## config.mk

```make
export PLATFORM = sky130hd
export DESIGN_NAME = ebh_arbiter
export DESIGN_NICKNAME = d
export VERILOG_FILES = /design/src/ebh_pkg.sv /design/src/ebh_sync_if.sv /design/src/ebh_arbiter.sv /design/src/ebh_sync.sv
export VERILOG_INCLUDE_DIRS = /design/src /design/src/src
export SDC_FILE = /design/constraint.sdc
export NUM_CORES = 1
export LEC_CHECK = 0
export ABC_CLOCK_PERIOD_IN_PS = 1500
export BUFFER_PORTS_ARGS = -buffer_cell sky130_fd_sc_hd__buf_2
export CORE_AREA = 2 2 39 41
export CTS_BUF_LIST = sky130_fd_sc_hd__clkbuf_4 sky130_fd_sc_hd__clkbuf_8
export CTS_CLUSTER_DIAMETER = 200
export DETAILED_ROUTE_END_ITERATION = 10
export DIE_AREA = 0 0 41 43
export SLEW_MARGIN = 20
export SYNTH_ARGS = -nofsm -noshare
export SYNTH_HDL_FRONTEND = slang
export SYNTH_SLANG_ARGS = --single-unit
```

## constraint.sdc

```tcl
create_clock -name i_sys_clk -period 1.5 [get_ports i_sys_clk]
set_input_delay 0.075 -clock i_sys_clk [delete_from_list [all_inputs] [get_ports i_sys_clk]]
set_output_delay 0.075 -clock i_sys_clk [all_outputs]
set_load 0.05 [all_outputs]
```

## src/ebh_map.svh

```systemverilog
// Constants for the external bus handover block.
`ifndef EBH_MAP_SVH
`define EBH_MAP_SVH
`define EBH_MODE_W      3
`define EBH_MODE_RST    3'h0
`define EBH_SYNC_STAGES 2
`endif

```

## src/ebh_pkg.sv

```systemverilog
// Types for the external bus handover block.
package ebh_pkg;
    typedef enum logic [1:0] {
        EBH_OWN     = 2'b00,
        EBH_DRAIN   = 2'b01,
        EBH_GRANTED = 2'b10
    } ebh_state_t;
endpackage

```

## src/ebh_sync_if.sv

```systemverilog
// Interface carrying the selected request between synchroniser and arbiter.
`timescale 1ns/1ps
interface ebh_sync_if;
    logic req_raw;
    logic req_sync;
    modport src (output req_raw, input req_sync);
    modport dst (input req_raw, output req_sync);
endinterface

```

## src/ebh_arbiter.sv

```systemverilog
// External bus handover arbiter of the processor.
`timescale 1ns/1ps
`include "ebh_map.svh"
module ebh_arbiter (
    // Clock and reset
    input  wire logic                   i_sys_clk,
    input  wire logic                   i_reset,
    // Request and reset pins
    input  wire logic                   i_bus_request_n,
    input  wire logic                   i_reset_n,
    // Emulator pins
    input  wire logic                   i_emulator_enable,
    input  wire logic                   i_emu_bus_request_n,
    input  wire logic                   i_emu_reset_n,
    // Mode pins
    input  wire logic [`EBH_MODE_W-1:0] i_mode_pins,
    // Core side
    input  wire logic                   i_ext_access_busy,
    input  wire logic                   i_ext_access_need,
    input  wire logic                   i_continue_mode,
    // Grant pins
    output logic                        o_bus_grant_n,
    output logic                        o_bus_grant_n_oe,
    output logic                        o_emu_bus_grant_n,
    output logic                        o_grant_hang_n,
    // Core controls
    output logic                        o_mem_drive_en,
    output logic                        o_core_halt,
    output logic                        o_chip_reset,
    output logic [`EBH_MODE_W-1:0]      o_mode_latched
);
    import ebh_pkg::*;

    ebh_state_t             state_reg;
    ebh_state_t             state_next;
    logic                   grant_reg;
    logic                   hang_reg;
    logic                   halt_reg;
    logic                   rst_seen_reg;
    logic [`EBH_MODE_W-1:0] mode_reg;
    ebh_sync_if             sif ();

    // Emulator pins replace the target pins while enabled.
    wire sel_req = i_emulator_enable ? ~i_emu_bus_request_n
                                     : ~i_bus_request_n;
    wire sel_rst = i_emulator_enable ? ~i_emu_reset_n
                                     : ~i_reset_n;
    assign sif.req_raw = sel_req;

    ebh_sync u_sync (
        .i_sys_clk (i_sys_clk),
        .i_reset   (i_reset),
        .sif       (sif)
    );

    wire req = sif.req_sync;
    // Grant waits for the end of a running access; it may fall between two.
    wire can_grant = req & ~i_ext_access_busy;

    // Chip reset does not gate arbitration, so the bus can be handed over
    // while the core is held in reset or booting.
    always_comb begin
        state_next = state_reg;
        case (state_reg)
            EBH_OWN: begin
                if (req && i_ext_access_busy) begin
                    state_next = EBH_DRAIN;
                end else if (can_grant) begin
                    state_next = EBH_GRANTED;
                end
            end
            EBH_DRAIN: begin
                if (!req) begin
                    state_next = EBH_OWN;
                end else if (!i_ext_access_busy) begin
                    state_next = EBH_GRANTED;
                end
            end
            EBH_GRANTED: begin
                if (!req) begin
                    state_next = EBH_OWN;
                end
            end
            default: state_next = EBH_OWN;
        endcase
    end

    wire granted_next = (state_next == EBH_GRANTED);
    // Continue mode halts only when the core actually wants the bus.
    wire halt_next = granted_next &
                     (~i_continue_mode | i_ext_access_need);
    wire hang_next = granted_next & i_ext_access_need;

    always_ff @(posedge i_sys_clk) begin
        if (i_reset) begin
            state_reg <= EBH_OWN;
            grant_reg <= 1'b0;
            hang_reg  <= 1'b0;
            halt_reg  <= 1'b0;
        end else begin
            state_reg <= state_next;
            grant_reg <= granted_next;
            hang_reg  <= hang_next;
            halt_reg  <= halt_next;
        end
    end

    // Mode pins are re-caught on every chip reset, emulator ones included.
    always_ff @(posedge i_sys_clk) begin
        if (i_reset) begin
            rst_seen_reg <= 1'b0;
            mode_reg     <= `EBH_MODE_RST;
        end else begin
            rst_seen_reg <= sel_rst;
            if (sel_rst) begin
                mode_reg <= i_mode_pins;
            end
        end
    end

    assign o_chip_reset      = rst_seen_reg;
    assign o_mode_latched    = mode_reg;
    assign o_bus_grant_n     = ~grant_reg;
    assign o_bus_grant_n_oe  = ~i_emulator_enable;
    assign o_emu_bus_grant_n = ~(grant_reg & i_emulator_enable);
    assign o_grant_hang_n    = ~hang_reg;
    assign o_mem_drive_en    = ~grant_reg;
    assign o_core_halt       = halt_reg;
endmodule

```

## src/ebh_sync.sv

```systemverilog
// Two-flop synchroniser for the bus request level.
`timescale 1ns/1ps
`include "ebh_map.svh"
module ebh_sync (
    // Clock and reset
    input  wire logic  i_sys_clk,
    input  wire logic  i_reset,
    // Request level
    ebh_sync_if.dst    sif
);
    logic [`EBH_SYNC_STAGES-1:0] stage_reg;
    // Reset leaves the request idle; the pin is not sampled until reset ends.
    always_ff @(posedge i_sys_clk) begin
        if (i_reset) begin
            stage_reg <= '0;
        end else begin
            stage_reg <= {stage_reg[0], sif.req_raw};
        end
    end
    assign sif.req_sync = stage_reg[`EBH_SYNC_STAGES-1];
endmodule

```

==> impl_results.md <==
- Outcome: finished, final reports clean
- Worst Setup EP: o_bus_grant_n
- Crit Reg-Reg Endpoint: o_core_halt$_SDFF_PP0_
- Inserted Clock Buffers: 3
- # diodes: 0
- DR pass1 iterations: 1
- First-pass GRT wire length: 1150 um
- RSZ-0062 raised after global routing: false
- Worst reg2reg startpoint: state_reg[1]$_SDFF_PP0_
- Setup WS pre-CTS: 0.584 ns
- Critical path launch point: grant_reg$_SDFF_PP0_
- CTS Sinks: 11
- Root buffer cell: clkbuf_4
- GRT Util Overall: 0.104
- Largest cells by area after synthesis: dfxtp_1 (53%), nand2b_1 (9.1%), mux2i_1 (7.3%), inv_1 (3.6%), mux2i_2 (3.3%)
- Initial DRC count: 0
- Post-CTS Setup Bufs: 0
- Post-route antenna net violation count: 0
- VDD IR-drop max: 0.488 mV
- Vias: 339
- Row cnt: 14
- Max Slew Vio Count: 0
- PortBufs: 22
- Adder-cell share of the synthesized area: 0
- CP Data Arrival Time: 0.89 ns
- Met2 Use GR: 0.166
- I/O pin count: 23
- Post-synthesis register bit count: 11
- Syn. warnings: 0
- Worst Path Class, Setup: flip-flop to primary output
- Leakage: 0.273 nW
- Synthesized area: 413 um^2
- Number of flip-flops in the largest register: 3
- Hold buffer count at CTS: 2
- Largest family of logic cells by synthesized area: simple AND/OR/NAND/NOR gates
- Synth top cells by count: dfxtp_1 (11), nand2b_1 (6), inv_1 (4), mux2i_1 (3)
- DIE WIDTH: 41 um
- Hold Crit Class: input pin to flip-flop
- Number of global-route vias before repair: 316
- Yosys top cell area share: 0.533
- Seq/Total Area, Yosys: 0.533
- CTS resizes: 0
- Met1 usage: 0.0850
- Mux cell area share after synthesis: 0.133
- Initial Utilization: 0.298
- Post-synthesis cell type count: 16
- Latest clock arrival within the worst-skew pair: 0.26 ns
- Tightest Pin Transition: 0.335 ns
- Global Route met3 Usage: 0.0785
- Simple-Gate Fraction of Synth Area: 0.230
- Register-to-Register Path Depth: 2
- Largest net degree at the start of global routing: 11
- Slew HR: 0.772
- Clock period minus worst slack: 0.967 ns
- Die ar.: 1760 um^2
- PwrDens: 1070 nW/um^2
- Clock-pin slew on the worst setup and hold paths: 0.07 ns
- Final Hold Viols: 0
- F_max: 1030 MHz
- Syn Area/Cell: 10.9 um^2
- Placer congestion estimate: 0.644
- Residual DRC: 0
- CTS H-Tree Depth: 1
- Post-synthesis compound-gate area fraction: 0.0485
- # nets final: 79
- XOR/XNOR Fraction of Synth Area: 0
- Asr flop ratio synth: 0
- Ratio of final minimum period to clock period: 0.645
- Mapped Nets: 51
- GRT overflow: 0
- Most Crowded Layer GR: met2
- Final WS setup: 0.533 ns
- Critical path fanouts, max: 2
- Worst EP required: 1.42 ns
- Syn Inst Count: 38
- Number of synthesized flops with an enable pin: 0
- Core Region: 1380 um^2
- CTS tree: yes
- Avg WL per Cell: 9.51 um
- CP startpoint kind: flip-flop
- Via-per-instance ratio: 4.19
- Share of cells above drive strength 1: 0.477
- Total negative slack: 0 ns
- Initial antenna violation count: 0
- Most common cell in the netlist: dfxtp_1
- Final setup skew: 0.00747 ns
- Final setup fails: 0
- # Max-Cap Violations: 0
- Final WL: 770 um
- Area Overhead vs Synth: 41.8%
- Worst Setup End Kind: primary output
- Worst reg2reg setup slack: 0.58 ns
- Clock Path Buffers: 2
- Primary flip-flop cell chosen by synthesis mapping: dfxtp_1
- Largest area contributor in the netlist: dfxtp_1
- Die height: 43 um
[per-stage QoR]
stage,hold WS [ns],area (um^2),instances,util,power (mW)
5_1_grt,0.0720,586,81,0.423,0.653
4_1_cts,0.0586,586,81,0.423,0.639
2_1_floorplan,0.147,413,38,-,0.387
6_report,0.0616,586,81,0.423,0.627
3_5_place_dp,0.256,536,75,0.387,0.422
3_3_place_gp,0.255,536,75,0.387,0.420
[cell families after synthesis]
| kind of cell | count (synthesis) |
|---|---|
| AO/OA/AOI/OAI | 2 |
| AND/OR/NAND/NOR | 15 |
| flip-flops | 11 |
| multiplexers | 5 |
| buffers and inverters | 5 |
[final cells by class]
type | instances | area (um^2)
well taps | 16 | 20.0
flip-flops and latches | 11 | 220
multi-input cells | 22 | 170
inverters | 4 | 15.0
clock buffers | 4 | 30.0
repair buffers | 24 | 130
fillers | 149 | 798
[power breakdown]
part / internal [mW] / switching [mW]
Sequential: 0.305 / 0.00531
Combinational: 0.0408 / 0.0661
Clock: 0.121 / 0.0891
[how the worst min path moves through the flow]
stage          cells after the start  slack [ns]            start                             end
2_1_floorplan                      1        0.15          i_reset         o_chip_reset$_SDFF_PP0_
3_5_place_dp                       2        0.26  i_bus_request_n  u_sync.stage_reg[0]$_SDFF_PP0_
3_3_place_gp                       2        0.26  i_bus_request_n  u_sync.stage_reg[0]$_SDFF_PP0_
5_1_grt                            3        0.07   i_mode_pins[0]  o_mode_latched[0]$_SDFFE_PP0P_
6_report                           3        0.06   i_mode_pins[1]  o_mode_latched[1]$_SDFFE_PP0P_
4_1_cts                            3        0.06   i_mode_pins[1]  o_mode_latched[1]$_SDFFE_PP0P_
[metal layers]
metal / vias up / share of wire
li1: 173 / -
met1: 153 / 0.38
met2: 11 / 0.53
met3: 2 / 0.066
met4: 0 / 0.022
met5: - / 0
[cells in the final DEF (no fill, tap or decap)]
| cell type | Yosys | routed |
|---|---|---|
| a211oi_1 | 1 | 1 |
| nor3_1 | 1 | 1 |
| nand2b_1 | 6 | 6 |
| mux2_2 | 1 | 1 |
| clkbuf_4 | 0 | 4 |
| and2_2 | 1 | 1 |
| mux2i_1 | 3 | 3 |
| buf_2 | 0 | 22 |
| mux2i_2 | 1 | 1 |
| nor3b_1 | 1 | 1 |
| dlygate4sd3_1 | 0 | 2 |
| dfxtp_1 | 11 | 11 |
| a211oi_2 | 1 | 1 |
| nor2_1 | 2 | 2 |
| nor2b_1 | 2 | 2 |
| nand2b_4 | 1 | 1 |
| nand2_1 | 1 | 1 |
| inv_1 | 4 | 4 |
[critical path, cell delays in order, from the launching register on]
cell,delay (ns)
dfxtp_1,0.31
inv_1,0.07
buf_2,0.26
Note: power is estimated with default switching activity, not from simulation.
